$ cat config.mk
export PLATFORM = sky130hd
export DESIGN_NAME = sfrb_core
export DESIGN_NICKNAME = d
export VERILOG_FILES = /design/src/rtl/sfrb_core.v
export VERILOG_INCLUDE_DIRS = /design/src /design/src/common
export SDC_FILE = /design/constraint.sdc
export NUM_CORES = 1
export LEC_CHECK = 0
export ABC_AREA = 0
export BUFFER_PORTS_ARGS = -buffer_cell sky130_fd_sc_hd__buf_2
export CAP_MARGIN = 10
export CELL_PAD_IN_SITES_DETAIL_PLACEMENT = 0
export CELL_PAD_IN_SITES_GLOBAL_PLACEMENT = 1
export CORE_UTILIZATION = 34
export CTS_BUF_LIST = sky130_fd_sc_hd__clkbuf_4 sky130_fd_sc_hd__clkbuf_8
export CTS_CLUSTER_SIZE = 30
export DETAILED_ROUTE_END_ITERATION = 10
export PLACE_DENSITY_LB_ADDON = 0.08
export SYNTH_ARGS = -nofsm -noshare
export SYNTH_HDL_FRONTEND = slang
export SYNTH_SLANG_ARGS = --single-unit
$ cat constraint.sdc
create_clock -name core_clk -period 5.54 [get_ports core_clk]
set_input_delay 0.554 -clock core_clk [delete_from_list [all_inputs] [get_ports core_clk]]
set_output_delay 0.554 -clock core_clk [all_outputs]
set_load 0.03 [all_outputs]
$ cat src/common/sfrb_regs.vh
// Register offsets, field positions, reset values and timing counts of the SFR bank
`ifndef SFRB_REGS_VH
`define SFRB_REGS_VH

`define SFRB_SPACE_BIT 7
`define SFRB_ADDR_PORT0 8'h80
`define SFRB_ADDR_STACK 8'h81
`define SFRB_ADDR_PTR0_LO 8'h82
`define SFRB_ADDR_PTR0_HI 8'h83
`define SFRB_ADDR_PTR1_LO 8'h84
`define SFRB_ADDR_PTR1_HI 8'h85
`define SFRB_ADDR_PTR_SEL 8'h86
`define SFRB_ADDR_PWR 8'h87
`define SFRB_ADDR_TCTL 8'h88
`define SFRB_ADDR_TIMER_MODES 8'h89
`define SFRB_ADDR_T0_LO 8'h8a
`define SFRB_ADDR_T1_LO 8'h8b
`define SFRB_ADDR_T0_HI 8'h8c
`define SFRB_ADDR_T1_HI 8'h8d

// Power control fields
`define SFRB_PWR_BAUD 7
`define SFRB_PWR_FEEN 6
`define SFRB_PWR_UFB 3
`define SFRB_PWR_UFA 2
`define SFRB_PWR_PD 1
`define SFRB_PWR_IDLE 0
`define SFRB_PWR_UNIMP 8'h30

// Timer control fields
`define SFRB_TC_TF1 7
`define SFRB_TC_TR1 6
`define SFRB_TC_TF0 5
`define SFRB_TC_TR0 4
`define SFRB_TC_IE1 3
`define SFRB_TC_IT1 2
`define SFRB_TC_IE0 1
`define SFRB_TC_IT0 0

// Timer mode fields, per timer nibble
`define SFRB_TM_GATE 3
`define SFRB_TM_CT 2

// Reset values
`define SFRB_RST_PORT0 8'hff
`define SFRB_RST_STACK 8'h07
`define SFRB_RST_BYTE 8'h00
`define SFRB_RST_UNIMP 8'hff

// Timer clock dividers
`define SFRB_DIV_FAST 4
`define SFRB_DIV_SLOW 12
`define SFRB_PRE_LAST 4'hb

`endif

$ cat src/rtl/sfrb_core.v
// SFR bank of the core: port 0, stack top, dual pointers, power control and timers 0/1
`timescale 1ns/1ps
//
// Behaviour
// - Decode 80h-FFh, direct addressing only.
// - Bit operations only at addresses ending 0/8.
// - Unimplemented locations and power-control bits read one.
// - Select bit chooses active pointer pair.
// - Upper pointer-select bits read zero.
// - Unselected pointer pair stays plain storage.
// - Eight-bit stack top register.
// - Port 0 open-drain, or external address/data.
// - Baud doubler doubles serial modes 1-3.
// - Frame-error enable repurposes serial control bit 7.
// - Two user flags, no hardware effect.
// - Power down stops all clocks.
// - Idle stops CPU, peripherals keep running.
// - Overflow flags: hardware set, vector clears.
// - Timer counts only while run bit set.
// - External flag: edge clears on vector, level tracks.
// - Type bit: one falling edge, zero low level.
// - Gate bit needs pin high and run.
// - Count source: internal clock or pin falls.
// - Modes: 13-bit, 16-bit, 8-bit auto-reload.
// - Mode 3 splits timer 0, stops timer 1.
// - Timer rate one per 4 or 12 clocks.
`include "sfrb_regs.vh"

module sfrb_core (
  input wire core_clk,
  input wire resetn,
  input wire [7:0] sfr_addr,
  input wire sfr_direct,
  input wire sfr_wr,
  input wire sfr_rd,
  input wire sfr_bit_op,
  input wire [2:0] sfr_bit_pos,
  input wire sfr_bit_val,
  input wire [7:0] sfr_wdata,
  output reg [7:0] sfr_rdata_r,
  output reg sfr_rbit_r,
  output reg sfr_rvalid_r,
  input wire ptr_upd,
  input wire [15:0] ptr_val,
  output reg [15:0] active_pointer_r,
  input wire [7:0] p0_in,
  output reg [7:0] p0_out_r,
  output reg [7:0] p0_oe_n_r,
  input wire ext_bus_en,
  input wire ext_bus_drive,
  input wire [7:0] ext_bus_dout,
  input wire wake_in,
  output reg cpu_stall_r,
  output reg periph_stall_r,
  output reg baud_doubler_r,
  output reg frame_error_enable_r,
  input wire t0_fast,
  input wire t1_fast,
  input wire t0_pin,
  input wire t1_pin,
  input wire ext0_irq_pin_n,
  input wire ext1_irq_pin_n,
  input wire t0_ack,
  input wire t1_ack,
  input wire ex0_ack,
  input wire ex1_ack,
  output reg overflow_flag_t0_r,
  output reg overflow_flag_t1_r,
  output reg ext0_pending_r,
  output reg ext1_pending_r
);

  // One count step: {overflow, high, low}
  function [16:0] sfrb_step;
    input [1:0] mode;
    input [7:0] lo;
    input [7:0] hi;
    reg [8:0] s;
    begin
      s = 9'h000;
      sfrb_step = {1'b0, hi, lo};
      case (mode)
        2'b00: begin
          if (lo[4:0] == 5'h1f) begin
            s = {1'b0, hi} + 9'h001;
            sfrb_step = {s[8], s[7:0], lo[7:5], 5'h00};
          end else begin
            sfrb_step = {1'b0, hi, lo[7:5], lo[4:0] + 5'h01};
          end
        end
        2'b01: begin
          sfrb_step = {1'b0, hi, lo} + 17'h00001;
        end
        2'b10: begin
          if (lo == 8'hff) begin
            sfrb_step = {1'b1, hi, hi};
          end else begin
            sfrb_step = {1'b0, hi, lo + 8'h01};
          end
        end
        2'b11: begin
          sfrb_step = {(lo == 8'hff), hi, lo + 8'h01};
        end
        default: begin
          sfrb_step = {1'b0, hi, lo};
        end
      endcase
    end
  endfunction

  // Byte seen by a write: whole byte or one replaced bit
  function [7:0] sfrb_merge;
    input [7:0] cur;
    input [7:0] wd;
    input bop;
    input [2:0] pos;
    input bv;
    begin
      sfrb_merge = wd;
      if (bop) begin
        sfrb_merge = cur;
        sfrb_merge[pos] = bv;
      end
    end
  endfunction

  reg [7:0] port0_io_r;
  reg [7:0] stack_top_r;
  reg [7:0] pointer0_low_r;
  reg [7:0] pointer0_high_r;
  reg [7:0] pointer1_low_r;
  reg [7:0] pointer1_high_r;
  reg pointer_select_bit_r;
  reg [7:0] power_control_r;
  reg [7:0] timer_control_r;
  reg [7:0] timer_modes_r;
  reg [7:0] timer0_low_r;
  reg [7:0] timer1_low_r;
  reg [7:0] timer0_high_r;
  reg [7:0] timer1_high_r;
  reg [3:0] pre_cnt_r;
  reg t0_pin_prev_r;
  reg t1_pin_prev_r;
  reg ext0_prev_r;
  reg ext1_prev_r;

  reg [7:0] cur_byte;
  reg [7:0] rd_byte;
  reg [7:0] pwr_nxt;
  reg [7:0] tctl_nxt;
  reg [7:0] tl0_nxt;
  reg [7:0] th0_nxt;
  reg [7:0] tl1_nxt;
  reg [7:0] th1_nxt;
  reg [16:0] st0;
  reg [16:0] st1;
  reg [8:0] sth;
  reg ovf0;
  reg ovf1;

  wire in_space = sfr_direct & sfr_addr[`SFRB_SPACE_BIT];
  wire bit_ok = (sfr_addr[2:0] == 3'h0);
  wire wr_ok = in_space & sfr_wr & (~sfr_bit_op | bit_ok);
  wire rd_ok = in_space & sfr_rd & (~sfr_bit_op | bit_ok);
  wire [7:0] wbyte = sfrb_merge(cur_byte, sfr_wdata, sfr_bit_op, sfr_bit_pos, sfr_bit_val);

  wire we_port0 = wr_ok & (sfr_addr == `SFRB_ADDR_PORT0);
  wire we_stack = wr_ok & (sfr_addr == `SFRB_ADDR_STACK);
  wire we_p0lo = wr_ok & (sfr_addr == `SFRB_ADDR_PTR0_LO);
  wire we_p0hi = wr_ok & (sfr_addr == `SFRB_ADDR_PTR0_HI);
  wire we_p1lo = wr_ok & (sfr_addr == `SFRB_ADDR_PTR1_LO);
  wire we_p1hi = wr_ok & (sfr_addr == `SFRB_ADDR_PTR1_HI);
  wire we_psel = wr_ok & (sfr_addr == `SFRB_ADDR_PTR_SEL);
  wire we_pwr = wr_ok & (sfr_addr == `SFRB_ADDR_PWR);
  wire we_tctl = wr_ok & (sfr_addr == `SFRB_ADDR_TCTL);
  wire we_timer_modes = wr_ok & (sfr_addr == `SFRB_ADDR_TIMER_MODES);
  wire we_tl0 = wr_ok & (sfr_addr == `SFRB_ADDR_T0_LO);
  wire we_tl1 = wr_ok & (sfr_addr == `SFRB_ADDR_T1_LO);
  wire we_th0 = wr_ok & (sfr_addr == `SFRB_ADDR_T0_HI);
  wire we_th1 = wr_ok & (sfr_addr == `SFRB_ADDR_T1_HI);

  // Divider: fast tick every 4 clocks, slow every 12; frozen in power down
  wire pd_on = power_control_r[`SFRB_PWR_PD];
  wire tick_slow = ~pd_on & (pre_cnt_r == 4'h0);
  wire tick_fast = ~pd_on & (pre_cnt_r[1:0] == 2'b00);
  wire pre0 = t0_fast ? tick_fast : tick_slow;
  wire pre1 = t1_fast ? tick_fast : tick_slow;

  wire [1:0] mode0 = timer_modes_r[1:0];
  wire [1:0] mode1 = timer_modes_r[5:4];
  wire t0_split = (mode0 == 2'b11);
  wire tr0 = timer_control_r[`SFRB_TC_TR0];
  wire tr1 = timer_control_r[`SFRB_TC_TR1];
  wire run0 = tr0 & (~timer_modes_r[`SFRB_TM_GATE] | ext0_irq_pin_n);
  wire run1 = tr1 & (~timer_modes_r[4 + `SFRB_TM_GATE] | ext1_irq_pin_n);
  wire fall_t0 = ~pd_on & t0_pin_prev_r & ~t0_pin;
  wire fall_t1 = ~pd_on & t1_pin_prev_r & ~t1_pin;
  wire src0 = timer_modes_r[`SFRB_TM_CT] ? fall_t0 : pre0;
  wire src1 = timer_modes_r[4 + `SFRB_TM_CT] ? fall_t1 : pre1;
  wire tick0 = run0 & src0;
  wire tick1 = run1 & src1 & (mode1 != 2'b11);
  wire tick0h = t0_split & tr1 & pre0;
  wire fall_x0 = ext0_prev_r & ~ext0_irq_pin_n;
  wire fall_x1 = ext1_prev_r & ~ext1_irq_pin_n;

  // Current byte for bit merges; port 0 merges on its latch
  always @* begin
    case (sfr_addr)
      `SFRB_ADDR_PORT0: cur_byte = port0_io_r;
      `SFRB_ADDR_TCTL: cur_byte = timer_control_r;
      default: cur_byte = `SFRB_RST_UNIMP;
    endcase
  end

  always @* begin
    case (sfr_addr)
      `SFRB_ADDR_PORT0: rd_byte = p0_in;
      `SFRB_ADDR_STACK: rd_byte = stack_top_r;
      `SFRB_ADDR_PTR0_LO: rd_byte = pointer0_low_r;
      `SFRB_ADDR_PTR0_HI: rd_byte = pointer0_high_r;
      `SFRB_ADDR_PTR1_LO: rd_byte = pointer1_low_r;
      `SFRB_ADDR_PTR1_HI: rd_byte = pointer1_high_r;
      `SFRB_ADDR_PTR_SEL: rd_byte = {7'h00, pointer_select_bit_r};
      `SFRB_ADDR_PWR: rd_byte = power_control_r | `SFRB_PWR_UNIMP;
      `SFRB_ADDR_TCTL: rd_byte = timer_control_r;
      `SFRB_ADDR_TIMER_MODES: rd_byte = timer_modes_r;
      `SFRB_ADDR_T0_LO: rd_byte = timer0_low_r;
      `SFRB_ADDR_T1_LO: rd_byte = timer1_low_r;
      `SFRB_ADDR_T0_HI: rd_byte = timer0_high_r;
      `SFRB_ADDR_T1_HI: rd_byte = timer1_high_r;
      default: rd_byte = `SFRB_RST_UNIMP;
    endcase
  end

  // Timer datapath; a software write to a byte wins over the count
  always @* begin
    st0 = sfrb_step(mode0, timer0_low_r, timer0_high_r);
    st1 = sfrb_step(mode1, timer1_low_r, timer1_high_r);
    sth = {1'b0, timer0_high_r} + 9'h001;
    tl0_nxt = timer0_low_r;
    th0_nxt = timer0_high_r;
    tl1_nxt = timer1_low_r;
    th1_nxt = timer1_high_r;
    ovf0 = 1'b0;
    ovf1 = 1'b0;
    if (tick0) begin
      tl0_nxt = st0[7:0];
      ovf0 = st0[16];
      if (!t0_split) begin
        th0_nxt = st0[15:8];
      end
    end
    if (tick0h) begin
      th0_nxt = sth[7:0];
      ovf1 = sth[8];
    end
    if (tick1) begin
      tl1_nxt = st1[7:0];
      th1_nxt = st1[15:8];
      if (!t0_split) begin
        ovf1 = st1[16];
      end
    end
    if (we_tl0) tl0_nxt = wbyte;
    if (we_th0) th0_nxt = wbyte;
    if (we_tl1) tl1_nxt = wbyte;
    if (we_th1) th1_nxt = wbyte;
  end

  // Timer control: hardware set wins over software or vector clear
  always @* begin
    tctl_nxt = we_tctl ? wbyte : timer_control_r;
    tctl_nxt[`SFRB_TC_TF0] = ovf0 | (we_tctl ? wbyte[`SFRB_TC_TF0] : (timer_control_r[`SFRB_TC_TF0] & ~t0_ack));
    tctl_nxt[`SFRB_TC_TF1] = ovf1 | (we_tctl ? wbyte[`SFRB_TC_TF1] : (timer_control_r[`SFRB_TC_TF1] & ~t1_ack));
    if (tctl_nxt[`SFRB_TC_IT0]) begin
      tctl_nxt[`SFRB_TC_IE0] = fall_x0 | (we_tctl ? wbyte[`SFRB_TC_IE0] :
                               (timer_control_r[`SFRB_TC_IE0] & ~ex0_ack));
    end else begin
      tctl_nxt[`SFRB_TC_IE0] = ~ext0_irq_pin_n;
    end
    if (tctl_nxt[`SFRB_TC_IT1]) begin
      tctl_nxt[`SFRB_TC_IE1] = fall_x1 | (we_tctl ? wbyte[`SFRB_TC_IE1] :
                               (timer_control_r[`SFRB_TC_IE1] & ~ex1_ack));
    end else begin
      tctl_nxt[`SFRB_TC_IE1] = ~ext1_irq_pin_n;
    end
  end

  // Power control: wake-up ends idle and power down
  always @* begin
    pwr_nxt = we_pwr ? (wbyte & ~`SFRB_PWR_UNIMP) : power_control_r;
    if (wake_in) begin
      pwr_nxt[`SFRB_PWR_PD] = 1'b0;
      pwr_nxt[`SFRB_PWR_IDLE] = 1'b0;
    end
  end

  always @(posedge core_clk) begin
    if (!resetn) begin
      port0_io_r <= `SFRB_RST_PORT0;
      stack_top_r <= `SFRB_RST_STACK;
      pointer0_low_r <= `SFRB_RST_BYTE;
      pointer0_high_r <= `SFRB_RST_BYTE;
      pointer1_low_r <= `SFRB_RST_BYTE;
      pointer1_high_r <= `SFRB_RST_BYTE;
      pointer_select_bit_r <= 1'b0;
      power_control_r <= `SFRB_RST_BYTE;
      timer_control_r <= `SFRB_RST_BYTE;
      timer_modes_r <= `SFRB_RST_BYTE;
      timer0_low_r <= `SFRB_RST_BYTE;
      timer1_low_r <= `SFRB_RST_BYTE;
      timer0_high_r <= `SFRB_RST_BYTE;
      timer1_high_r <= `SFRB_RST_BYTE;
      pre_cnt_r <= 4'h0;
      t0_pin_prev_r <= 1'b0;
      t1_pin_prev_r <= 1'b0;
      ext0_prev_r <= 1'b0;
      ext1_prev_r <= 1'b0;
    end else begin
      if (we_port0) port0_io_r <= wbyte;
      if (we_stack) stack_top_r <= wbyte;
      // Pointer instructions act on the selected pair only
      if (ptr_upd && !pointer_select_bit_r) begin
        pointer0_low_r <= ptr_val[7:0];
        pointer0_high_r <= ptr_val[15:8];
      end
      if (ptr_upd && pointer_select_bit_r) begin
        pointer1_low_r <= ptr_val[7:0];
        pointer1_high_r <= ptr_val[15:8];
      end
      if (we_p0lo) pointer0_low_r <= wbyte;
      if (we_p0hi) pointer0_high_r <= wbyte;
      if (we_p1lo) pointer1_low_r <= wbyte;
      if (we_p1hi) pointer1_high_r <= wbyte;
      if (we_psel) pointer_select_bit_r <= wbyte[0];
      power_control_r <= pwr_nxt;
      timer_control_r <= tctl_nxt;
      if (we_timer_modes) timer_modes_r <= wbyte;
      timer0_low_r <= tl0_nxt;
      timer0_high_r <= th0_nxt;
      timer1_low_r <= tl1_nxt;
      timer1_high_r <= th1_nxt;
      if (!pd_on) pre_cnt_r <= (pre_cnt_r == `SFRB_PRE_LAST) ? 4'h0 : pre_cnt_r + 4'h1;
      t0_pin_prev_r <= t0_pin;
      t1_pin_prev_r <= t1_pin;
      ext0_prev_r <= ext0_irq_pin_n;
      ext1_prev_r <= ext1_irq_pin_n;
    end
  end
  // Other addresses fall through every decode above

  // Outputs, all from flops
  always @(posedge core_clk) begin
    if (!resetn) begin
      sfr_rdata_r <= `SFRB_RST_UNIMP;
      sfr_rbit_r <= 1'b0;
      sfr_rvalid_r <= 1'b0;
      active_pointer_r <= {`SFRB_RST_BYTE, `SFRB_RST_BYTE};
      p0_out_r <= 8'h00;
      p0_oe_n_r <= 8'hff;
      cpu_stall_r <= 1'b0;
      periph_stall_r <= 1'b0;
      baud_doubler_r <= 1'b0;
      frame_error_enable_r <= 1'b0;
      overflow_flag_t0_r <= 1'b0;
      overflow_flag_t1_r <= 1'b0;
      ext0_pending_r <= 1'b0;
      ext1_pending_r <= 1'b0;
    end else begin
      sfr_rvalid_r <= rd_ok;
      if (rd_ok) begin
        sfr_rdata_r <= rd_byte;
        sfr_rbit_r <= rd_byte[sfr_bit_pos];
      end
      active_pointer_r <= (we_psel ? wbyte[0] : pointer_select_bit_r) ?
                          {(we_p1hi ? wbyte : (ptr_upd && pointer_select_bit_r) ? ptr_val[15:8] : pointer1_high_r),
                           (we_p1lo ? wbyte : (ptr_upd && pointer_select_bit_r) ? ptr_val[7:0] : pointer1_low_r)} :
                          {(we_p0hi ? wbyte : (ptr_upd && !pointer_select_bit_r) ? ptr_val[15:8] : pointer0_high_r),
                           (we_p0lo ? wbyte : (ptr_upd && !pointer_select_bit_r) ? ptr_val[7:0] : pointer0_low_r)};
      if (ext_bus_en) begin
        p0_out_r <= ext_bus_dout;
        p0_oe_n_r <= ext_bus_drive ? 8'h00 : 8'hff;
      end else begin
        p0_out_r <= 8'h00;
        p0_oe_n_r <= we_port0 ? wbyte : port0_io_r;
      end
      cpu_stall_r <= pwr_nxt[`SFRB_PWR_PD] | pwr_nxt[`SFRB_PWR_IDLE];
      periph_stall_r <= pwr_nxt[`SFRB_PWR_PD];
      baud_doubler_r <= pwr_nxt[`SFRB_PWR_BAUD];
      frame_error_enable_r <= pwr_nxt[`SFRB_PWR_FEEN];
      overflow_flag_t0_r <= tctl_nxt[`SFRB_TC_TF0];
      overflow_flag_t1_r <= tctl_nxt[`SFRB_TC_TF1];
      ext0_pending_r <= tctl_nxt[`SFRB_TC_IE0];
      ext1_pending_r <= tctl_nxt[`SFRB_TC_IE1];
    end
  end

endmodule // sfrb_core

Word-level counts from Yosys, hierarchy flattened

Cells that the tools add are included.

Memory bits (read-only): 0
Input port bits: 72
Output and inout port bits: 50
Flip-flop bits (word level): 161
Memories kept: 0
Memory bits (writable): 0
Word-level logic and storage cells: 213
Latch bits: 0

Mux-type cells: 55
Magnitude comparators: 2
Bitwise operators: 58
Add/subtract/negate cells: 9
Reduce and logical (&&, ||, !) cells: 18
Multiply operators: 0
Divide/modulo/power cells: 0
Shift-type cells: 0
Equal/unequal tests: 34

Operator list:

| kind                                                             | number |
|---|---|
| 8-bit 2-to-1 mux                                                 | 23 |
| 17-bit one-hot mux with 4 select lines                           | 2 |
| 8-bit == test (second input constant)                            | 16 |
| 8-bit one-hot mux with 14 select lines                           | 1 |
| 17-bit 2-to-1 mux                                                | 4 |
| 1-bit bitwise AND                                                | 38 |
| 16-bit by 1-bit adder with 17-bit output (second input constant) | 2 |
| 8-bit by 1-bit adder with 9-bit output (second input constant)   | 2 |
| 1-bit 2-to-1 mux                                                 | 17 |
| 8-bit by 1-bit adder with 8-bit output (second input constant)   | 2 |
| 16-bit 2-to-1 mux                                                | 1 |
| 8-bit one-hot mux with 2 select lines                            | 1 |
| 1-bit inverter                                                   | 12 |
| 5-bit by 1-bit adder with 5-bit output (second input constant)   | 2 |
| 5-bit == test (second input constant)                            | 2 |
| 2-bit != test (second input constant)                            | 5 |
| 8-bit bitwise mux                                                | 1 |
| 2-bit == test (second input constant)                            | 4 |
| 1-bit OR                                                         | 8 |
| 4-bit AND reduction                                              | 2 |
| 2-bit logical NOT                                                | 3 |
| 3-bit != test (second input constant)                            | 2 |
| 2-bit AND reduction                                              | 3 |
| 2-bit nonzero test                                               | 3 |
| 17 further kinds                                                 | 20 |

Depth between registers and ports, before layout

Gate-level depths: netlist of the first run.

Word-level depth: 9
Mapped depth: 10
Depth with buffers taken out: 10

Least setup slack after synthesis of the first run

Ideal clock, no wire load.

Path kind: input to register
From: input sfr_addr[5]
To: register sfr_rbit_r
Arrival: 2,450 ps
Cell stages on the path: 7
Path slack: 2,964 ps
Library setup time: 126 ps
Buffers on the path: 0
Required time: 5,414 ps
Path through: or4b_4 > a21o_1 > or4_1 > nor4_2 > nor2_1 > a311oi_1 > a31oi_1

Word-level cells in the longest chain between the ends: 4
Elaborated cells on any way between the ends: 17
Classes of those cells: eq/ne: 14; mux: 3

Ends and longest elaborated chain:

| item                                          | RTL line        | RTL |
|---|---|---|
| from (decl)                                   | sfrb_core.v:32  | `input wire [7:0] sfr_addr,` |
| 8-bit == test                                 | sfrb_core.v:216 | `case (sfr_addr)` |
| 8-bit one-hot mux with 14 select lines (*)    | sfrb_core.v:216 |  |
| 1-bit binary-select mux with 3-bit select (*) | sfrb_core.v:373 | `sfr_rbit_r <= rd_byte[sfr_bit_pos];` |
| 1-bit 2-to-1 mux (not written as such) (*)    | sfrb_core.v:373 |  |
| to (signal assigned)                          | sfrb_core.v:373 |  |
| to (decl)                                     | sfrb_core.v:41  | `output reg sfr_rbit_r,` |

Mark *: on every way between the ends. The rest lies on a longest branch, timed or not. The select of a mux whose other input is x is not followed.
A chain may end at the register's enable or synchronous reset.

Final worst setup path of the first run

From: input sfr_addr[2]
To: register timer_control_r[1]

Word-level cells in the longest chain between the ends: 7
Elaborated cells on any way between the ends: 13
Classes of those cells: eq/ne: 2; mux: 6; bitwise: 4; reduce/logical: 1

Ends and longest elaborated chain:

| item                                                              | RTL line                         | RTL |
|---|---|---|
| 8-bit == test or 3-bit logical NOT (tied branches)                | sfrb_core.v:208, sfrb_core.v:162 |  |
| 8-bit one-hot mux with 2 select lines or 1-bit OR (tied branches) | sfrb_core.v:208, sfrb_core.v:163 |  |
| 8-bit bitwise mux or 1-bit bitwise AND (tied branches)            | sfrb_core.v:122, sfrb_core.v:163 |  |
| 8-bit 2-to-1 mux or 1-bit bitwise AND (tied branches)             | sfrb_core.v:120, sfrb_core.v:175 |  |
| 1-bit 2-to-1 mux                                                  | sfrb_core.v:276                  | `` tctl_nxt[`SFRB_TC_IE0] = fall_x0 \| (we_tctl ? wbyte[`SFRB_TC_IE0] : `` |
| 1-bit OR                                                          | sfrb_core.v:276                  |  |
| 1-bit 2-to-1 mux (*)                                              | sfrb_core.v:275                  | `` if (tctl_nxt[`SFRB_TC_IT0]) begin `` |
| to (signal assigned)                                              | sfrb_core.v:308                  | `` timer_control_r <= `SFRB_RST_BYTE; `` |
| to (signal assigned)                                              | sfrb_core.v:337                  | `timer_control_r <= tctl_nxt;` |
| to (decl)                                                         | sfrb_core.v:135                  | `reg [7:0] timer_control_r;` |

Mark *: on every way between the ends. The rest lies on a longest branch, timed or not.

==> metrics.txt, run 1 <==
status finished clean; post-CTS resize count 0; setup tns final 0 ns; final wirelength 34,100 um; Clock transition at path regs 0.10 ns; crit-path leading delay family simple AND/OR/NAND/NOR gates; Antenna Cells 0; Finished Layout Cells 1,522; Post-synth EDFFs 0; Post-Place Cells 1,490; CP max stage cell nand3_1; Primary FF master, synth dfxtp_1; CTS Hold Bufs 0; Final Hold Fails 0; Crit Path Max Fanout 45; CP arrival 3.61 ns; fmax 314 MHz; fin. max-slew vios 0; Avg Cell Area, Syn 7.81 um^2; total of max-cap violations 0; Placed Area 9450 um^2; chip width 162 um; cell count after synthesis 1,108; clock skew 0.0260 ns; Buf+Inv Stages, Crit Path 1; YS warnings 0; Clock Sinks 154; commonest non-fill, non-tap cells in the layout dfxtp_1, nor2_1, buf_2; drt via density 5.74; # rows 58; postcts setup bufs 0; Worst EP required 5.96 ns; GRT overflow 0; fill count 2,732; P_leak 4.02 nW; FFs w/ async S/R, synth 0%; power per cell area 234 nW/um^2; I/O pin count 122; max reg flops 16; Tmin final 3.19 ns; Final nets 1,259; starting density of the core 34.5%; Top reg by flops active_pointer_r; vias post-DR 8,735; mapped cell area 8650 um^2; post-route ant nets 0; Max transition margin 25.3%; commonest non-fill, non-tap cell in the layout dfxtp_1; CTS Buf Count 17; Hold Path Class input port to flip-flop; first-pass GRT wire length 51,900 um; Tot Pwr 2.30 mW; CP Launch Type input port; Die ar. 26,100 um^2; max incr delay on CP 0.68 ns; post-synthesis cell type count 77; Mapped Nets 1,188; drt wl/cell 22.4 um; Synth Register Bits 154; Die Span Y 162 um; final instance area 9830 um^2; DR iter-0 viols 832; worst setup margin 2.35 ns; VDD IR-drop max 0.000133 V; CTS Buffer Depth 2; largest net degree at the start of global routing 48; clock root cell clkbuf_8; slew at the pin with the worst max-slew slack 1.12 ns; CTS tree yes; Hold WS 0.282 ns; Post-DP HPWL 24,500 um; Port Buffers 121; unrepaired setup endpoints after global routing no; worst path cell trace buf_2 > o31ai_1 > and4_1 > nand3_1 > mux2i_1 > nor2_1 > o22a_1 > nor2_1; Setup CP Type input port to flip-flop; Area Growth Syn to Fin 13.6%; TritonRoute pass-1 iters 5; post-synthesis sequential area ratio 35.6%; pre-CTS setup slack 1.95 ns; Most common cell on crit path nor2_1; Final Setup Violations 0; vias in the first global route 8,098; initial antenna violation count 0; Setup crit end kind flip-flop; Core Region 25,100 um^2; GR Util All Layers 26.4%; Tcrit/Tclk final 57.6%; H-Tree Depth 4; clock latency on the worst-skew pair 0.49 ns; share of cells above drive strength 1 17.0%; Residual DRC 0; final core occ 39.2%; gpl congestion 0.951
[worst paths after layout]
path                                startpoint                       endpoint  slack (ns)  depth (start not counted)
hold reg to reg    sfr_rdata_r[3]$_SDFFE_PN1P_    sfr_rdata_r[3]$_SDFFE_PN1P_        0.49                          2
setup / recovery                   sfr_addr[2]  timer_control_r[1]$_SDFF_PN0_        2.35                          8
setup reg to reg  timer0_low_r[0]$_SDFFE_PN0P_  timer0_high_r[5]$_SDFFE_PN0P_        2.78                          8
hold / removal                          t0_pin       t0_pin_prev_r$_SDFF_PN0_        0.28                          2
[final cells by class]
class                           count  area [um^2]  share of cell area, %
Tap cell                          330          413                   4.20
Clock inverter                     15          149                   1.51
Clock buffer                       17          234                   2.38
Multi-Input combinational cell    835         5120                   52.1
Inverter                           39          146                   1.49
Sequential cell                   154         3080                   31.4
Timing Repair Buffer              132          688                   7.00
[logic make-up (layout without fill, tap and decap cells)]
| logic type | count (synthesis) | in the layout | share of synthesized area [%] |
|---|---|---|---|
| buffers and inverters | 119 | 203 | 5.32 |
| XOR/XNOR | 11 | 11 | 1.11 |
| multiplexers | 71 | 71 | 8.62 |
| AND/OR/NAND/NOR | 467 | 467 | 26.5 |
| adder cells (fa/ha/maj) | 8 | 8 | 1.16 |
| AO/OA/AOI/OAI | 278 | 278 | 21.7 |
| flip-flops | 154 | 154 | 35.6 |
[power breakdown]
group	switching, mW	total (mW)	leakage, nW	internal, mW
clock	0.537	0.875	0.196	0.337
combinational	0.190	0.277	2.57	0.0869
sequential	0.0151	1.15	1.25	1.13
total	0.742	2.30	4.02	1.56
[cells in the mapped netlist (all sizes together) (17+ instances only)]
| master | instances | area share (%) |
|---|---|---|
| and3 | 30 | 2.2 |
| a21oi | 62 | 3.6 |
| nor2b | 19 | 1.4 |
| dfxtp | 154 | 36 |
| mux2i | 53 | 6.3 |
| mux2 | 18 | 2.3 |
| a31oi | 21 | 1.7 |
| o21ai | 49 | 2.9 |
| inv | 39 | 1.7 |
| buf | 18 | 0.94 |
| nor2 | 128 | 5.6 |
| o211ai | 23 | 2.0 |
| a22oi | 17 | 1.5 |
| a211oi | 27 | 2.3 |
| nand3 | 67 | 3.9 |
| nor3 | 20 | 1.3 |
| clkbuf | 62 | 2.7 |
| nand2 | 119 | 5.2 |
[routing by layer]
| layer | vias to the layer above | share of wire [%] | track usage, % |
|---|---|---|---|
| met5 | - | 0 | 0 |
| met4 | 0 | 2.3 | 8.23 |
| met2 | 290 | 45 | 41.2 |
| met3 | 41 | 4.9 | 3.21 |
| li1 | 4165 | - | - |
| met1 | 4239 | 47 | 37.7 |
Note: power is estimated with default switching activity, not from simulation.
==> inputs of run 2 (changes only) <==
==> constraint.sdc (replaced) <==
create_clock -name core_clk -period 3.3 [get_ports core_clk]
set_input_delay 0.33 -clock core_clk [delete_from_list [all_inputs] [get_ports core_clk]]
set_output_delay 0.33 -clock core_clk [all_outputs]
set_load 0.03 [all_outputs]
==> run 2 against run 1 <==
Compared with the run above:
- count of clock-buffer cells in the layout did not move
- highest routed layer unchanged
- global-route usage rose by 0.89 points
- combinational power rose by 79%
- sequential share of layout area fell by 0.94 points
- die area did not move
- clock power rose by 73%
- sequential power rose by 68%
- critical endpoint is now sfrb_step.hi[7]$_SDFFE_PN0P_
- critical path depth fell by 2
- total power rose by 71%
==> metrics.txt, run 2 (synthesis gave the netlist of run 1 again) <==
Hold WS 0.0641 ns; Post-Place Cells 1,521; share of cells above drive strength 1 19.1%; CP arrival 2.93 ns; Tot Pwr 3.93 mW; final core occ 40.4%; commonest non-fill, non-tap cells in the layout dfxtp_1, nor2_1, buf_2; drt wl/cell 22.8 um; H-Tree Depth 4; DR iter-0 viols 715; Final Hold Fails 0; CTS Hold Bufs 0; TritonRoute pass-1 iters 7; Port Buffers 121; clock root cell clkbuf_8; Crit Path Max Fanout 18; CP Launch Type flip-flop; clock network fraction of total power 38.4%; status finished clean; unrepaired setup endpoints after global routing no; Top reg by flops active_pointer_r; Clock transition at path regs 0.11 ns; Placed Area 9720 um^2; worst setup margin 0.758 ns; largest net degree at the start of global routing 60; Worst EP required 3.69 ns; Sw Ratio 32.7%; Psw 1.28 mW; Final nets 1,290; first-pass GRT wire length 52,900 um; Max transition margin 40.8%; Post-DP HPWL 25,600 um; final wirelength 35,500 um; Final Setup Violations 0; Comb power frac 12.6%; Residual DRC 0; Antenna Cells 0; Buf+Inv Stages, Crit Path 0; VDD IR-drop max 0.000237 V; commonest non-fill, non-tap cell in the layout dfxtp_1; worst path cell trace nor2b_1 > o221ai_1 > or2_1 > or3_1 > o311a_1 > a211oi_1; fill count 2,672; crit-path leading delay family simple AND/OR/NAND/NOR gates; Die ar. 26,100 um^2; Pint 2.65 mW; vias in the first global route 8,155; initial antenna violation count 1; total of max-cap violations 0; P_leak 4.19 nW; clock skew 0.0163 ns; Setup CP Type flip-flop to flip-flop; postcts setup bufs 0; GR Util All Layers 27.3%; Core Region 25,100 um^2; max incr delay on CP 0.50 ns; slew at the pin with the worst max-slew slack 0.884 ns; fin. max-slew vios 0; I/O pin count 122; # rows 58; GRT overflow 0; CTS Buf Count 17; FF+latch area 3080 um^2; clock latency on the worst-skew pair 0.47 ns; power per cell area 388 nW/um^2; multi-input logic area 5120 um^2; Die Span Y 162 um; max reg flops 16; starting density of the core 34.5%; Area Growth Syn to Fin 17.1%; CTS tree yes; register share of total power 49.0%; setup tns final 0 ns; CTS Buffer Depth 2; final instance area 10,100 um^2; drt via density 5.64; Setup crit end kind flip-flop; CP max stage cell dfxtp_1; gpl congestion 0.906; Tcrit/Tclk final 77.0%; Tmin final 2.54 ns; fmax 393 MHz; vias post-DR 8,756; post-route ant nets 0; Finished Layout Cells 1,553; pre-CTS setup slack 0.489 ns; Clock Sinks 154; post-CTS resize count 0; Hold Path Class input port to flip-flop; chip width 162 um
==> run 2: changes by cell type in the layout (fill, tap and decap cells not counted) <==
| cell | change |
|---|---|
| buf_12 | +3 |
| buf_4 | +28 |
| clkinv_8 | +5 |
| clkinvlp_4 | -1 |
| inv_6 | -2 |
| inv_8 | -2 |
==> run 2: area by class of cell <==
cell class | instances | area share [%]
inverters | 39 | 1.44
repair buffers | 163 | 9.45
clock buffers | 17 | 2.31
well taps | 330 | 4.07
clock inverters | 15 | 1.80
flip-flops and latches | 154 | 30.4
multi-input cells | 835 | 50.5
==> run 2: final timing paths <==
kind | slack, ns | cells after the start | end | from
min | 0.06 | 2 | t0_pin_prev_r$_SDFF_PN0_ | t0_pin
max | 0.76 | 6 | sfrb_step.hi[7]$_SDFFE_PN0P_ | timer_control_r[6]$_SDFFE_PN0P_
max reg2reg | 0.76 | 6 | sfrb_step.hi[7]$_SDFFE_PN0P_ | timer_control_r[6]$_SDFFE_PN0P_
min reg2reg | 0.50 | 2 | stack_top_r[2]$_SDFFE_PN1P_ | stack_top_r[2]$_SDFFE_PN1P_
==> run 2: power by group through the flow <==
stage | Combinational [mW] | Clock, mW | Sequential (mW)
after floorplan | 0.226 | 0 | 2.01
after global placement | 0.490 | 0 | 1.97
after detailed placement | 0.489 | 0 | 1.97
after CTS | 0.491 | 1.56 | 1.93
after global routing | 0.525 | 1.64 | 1.93
final | 0.495 | 1.51 | 1.93
==> run 2: metal layers <==
layer / up-vias / wire (um) / global-route usage, %
met5: - / 0 / 0
met4: 0 / 1130 / 9.82
met3: 50 / 2060 / 4.88
met2: 308 / 15500 / 41.3
met1: 4179 / 16800 / 38.6
li1: 4219 / - / -
==> inputs of run 3 (changes only) <==
==> constraint.sdc (replaced) <==
create_clock -name core_clk -period 2.31 [get_ports core_clk]
set_input_delay 0.231 -clock core_clk [delete_from_list [all_inputs] [get_ports core_clk]]
set_output_delay 0.231 -clock core_clk [all_outputs]
set_load 0.03 [all_outputs]
==> run 3 against run 2 <==
Compared with the run above:
- clock skew rose by 0.015 ns
- total power rose by 45%
- register-to-register slack got worse by 0.64 ns
- die area did not move
- flip-flop and latch count did not move
- clock power rose by 43%
- final cell count rose by 7.3%
- wire length rose by 2.5%
- maximum frequency rose by 16%
- sequential power rose by 42%
- global-route usage rose by 0.92 points
- largest power group unchanged
==> metrics.txt, run 3 (synthesis gave the netlist of run 1 again) <==
FF-to-FF setup slack 0.12 ns; CP Launch Type flip-flop; CTS Buffer Depth 2; final wirelength 36,400 um; # rows 58; final core occ 44.3%; pre-CTS setup slack -0.258 ns; power per cell area 513 nW/um^2; I/O pin count 122; status finished clean; Worst setup startpoint power_control_r[1]$_SDFF_PN0_; max reg flops 16; Port Buffers 121; commonest non-fill, non-tap cells in the layout dfxtp_1, buf_4, nor2_1; slew at the pin with the worst max-slew slack 0.816 ns; first-pass GRT wire length 54,800 um; starting density of the core 34.5%; Top reg by flops active_pointer_r; unrepaired setup endpoints after global routing no; Max transition margin 45.6%; vias in the first global route 8,654; TritonRoute pass-1 iters 6; clock latency on the worst-skew pair 0.49 ns; Residual DRC 0; Pint 3.91 mW; GR Util All Layers 28.2%; Worst R2R Path Depth 6; Tot Pwr 5.71 mW; VDD IR-drop max 0.000318 V; initial antenna violation count 0; vias post-DR 9,208; drt wl/cell 21.8 um; drt via density 5.53; Post-DP HPWL 27,200 um; Area Growth Syn to Fin 28.5%; Final Setup Violations 0; largest net degree at the start of global routing 63; Final nets 1,403; register share of total power 48.2%; CTS tree yes; commonest non-fill, non-tap cell in the layout dfxtp_1; DR iter-0 viols 751; P_leak 4.76 nW; Psw 1.79 mW; Comb power frac 13.9%; Core Region 25,100 um^2; gpl congestion 0.959; Clock transition at path regs 0.10 ns; Die Span Y 162 um; Tmin final 2.19 ns; Crit Path Max Fanout 6; fill count 2,610; chip width 162 um; fmax 456 MHz; Die ar. 26,100 um^2; fin. max-slew vios 0; Clock Sinks 154; post-route ant nets 0; Hold Path Class input port to flip-flop; total of max-cap violations 0; clock skew 0.0317 ns; R2R Path End sfrb_step.hi[7]$_SDFFE_PN0P_; GRT overflow 0; clock network fraction of total power 37.9%; Sw Ratio 31.4%; critical path endpoint sfrb_step.hi[7]$_SDFFE_PN0P_; CP arrival 2.58 ns; clock root cell clkbuf_8; Setup crit end kind flip-flop; Final Hold Fails 0; Antenna Cells 0; Worst EP required 2.69 ns; CTS Buf Count 17; Tcrit/Tclk final 94.9%; Setup CP Type flip-flop to flip-flop; r2r startpoint power_control_r[1]$_SDFF_PN0_; share of cells above drive strength 1 26.1%; H-Tree Depth 4; worst setup margin 0.119 ns
## run 3: metal layers
| metal | vias up | global-route usage, % | wire length, um |
|---|---|---|---|
| li1 | 4448 | - | - |
| met3 | 48 | 5.55 | 2110 |
| met5 | - | 0 | 0 |
| met1 | 4426 | 39.4 | 17100 |
| met4 | 0 | 8.40 | 849 |
| met2 | 286 | 43.7 | 16400 |
## run 3: per-stage QoR
stage,hold WS (ns),cells,area (um^2),setup TNS [ns]
2_1_floorplan,0.353,1108,8650,0
3_3_place_gp,0.444,1623,10600,-0.427
3_5_place_dp,0.452,1623,10600,-0.746
4_1_cts,0.0156,1665,11100,0
5_1_grt,0.0361,1666,11100,0
6_report,0.0391,1666,11100,0
## run 3: final cells by class
type                    count  area, um^2  share of cell area, %
multi-input cells         835        5170                   46.5
flip-flops and latches    154        3090                   27.7
repair buffers            276        1920                   17.3
well taps                 330         413                   3.71
clock buffers              17         234                   2.10
clock inverters            15         156                   1.41
inverters                  39         146                   1.32
## run 3: how the worst min path moves through the flow
stage | start | end | cells past startpoint
after floorplan | ext0_irq_pin_n | ext0_prev_r$_SDFF_PN0_ | 1
after global placement | t1_pin | t1_pin_prev_r$_SDFF_PN0_ | 2
after detailed placement | t1_pin | t1_pin_prev_r$_SDFF_PN0_ | 2
after CTS | ext0_irq_pin_n | ext0_prev_r$_SDFF_PN0_ | 2
after global routing | ext0_irq_pin_n | ext0_prev_r$_SDFF_PN0_ | 2
final | ext1_irq_pin_n | ext1_prev_r$_SDFF_PN0_ | 2
## run 3: repair_timing
action,CTS,global route
gates resized for setup,0,14
endpoints found under the hold margin,10,0
buffers inserted,0,1
hold buffers,10,0
endpoints found under the setup margin,0,6
## run 3: power by group through the flow
| stage | sequential, mW | combinational (mW) | clock [mW] |
|---|---|---|---|
| global placement | 2.81 | 0.773 | 0 |
| floorplan | 2.87 | 0.323 | 0 |
| finish | 2.75 | 0.795 | 2.16 |
| global route | 2.76 | 0.845 | 2.33 |
| detailed placement | 2.81 | 0.771 | 0 |
| CTS | 2.75 | 0.788 | 2.24 |
## run 3: critical path, stage by stage, from the launching register on
cell	delay, ns
dfxtp_1	0.35
nor2b_1	0.31
o221ai_1	0.20
or2_1	0.32
or3_1	0.42
o311a_1	0.31
a211oi_1	0.19
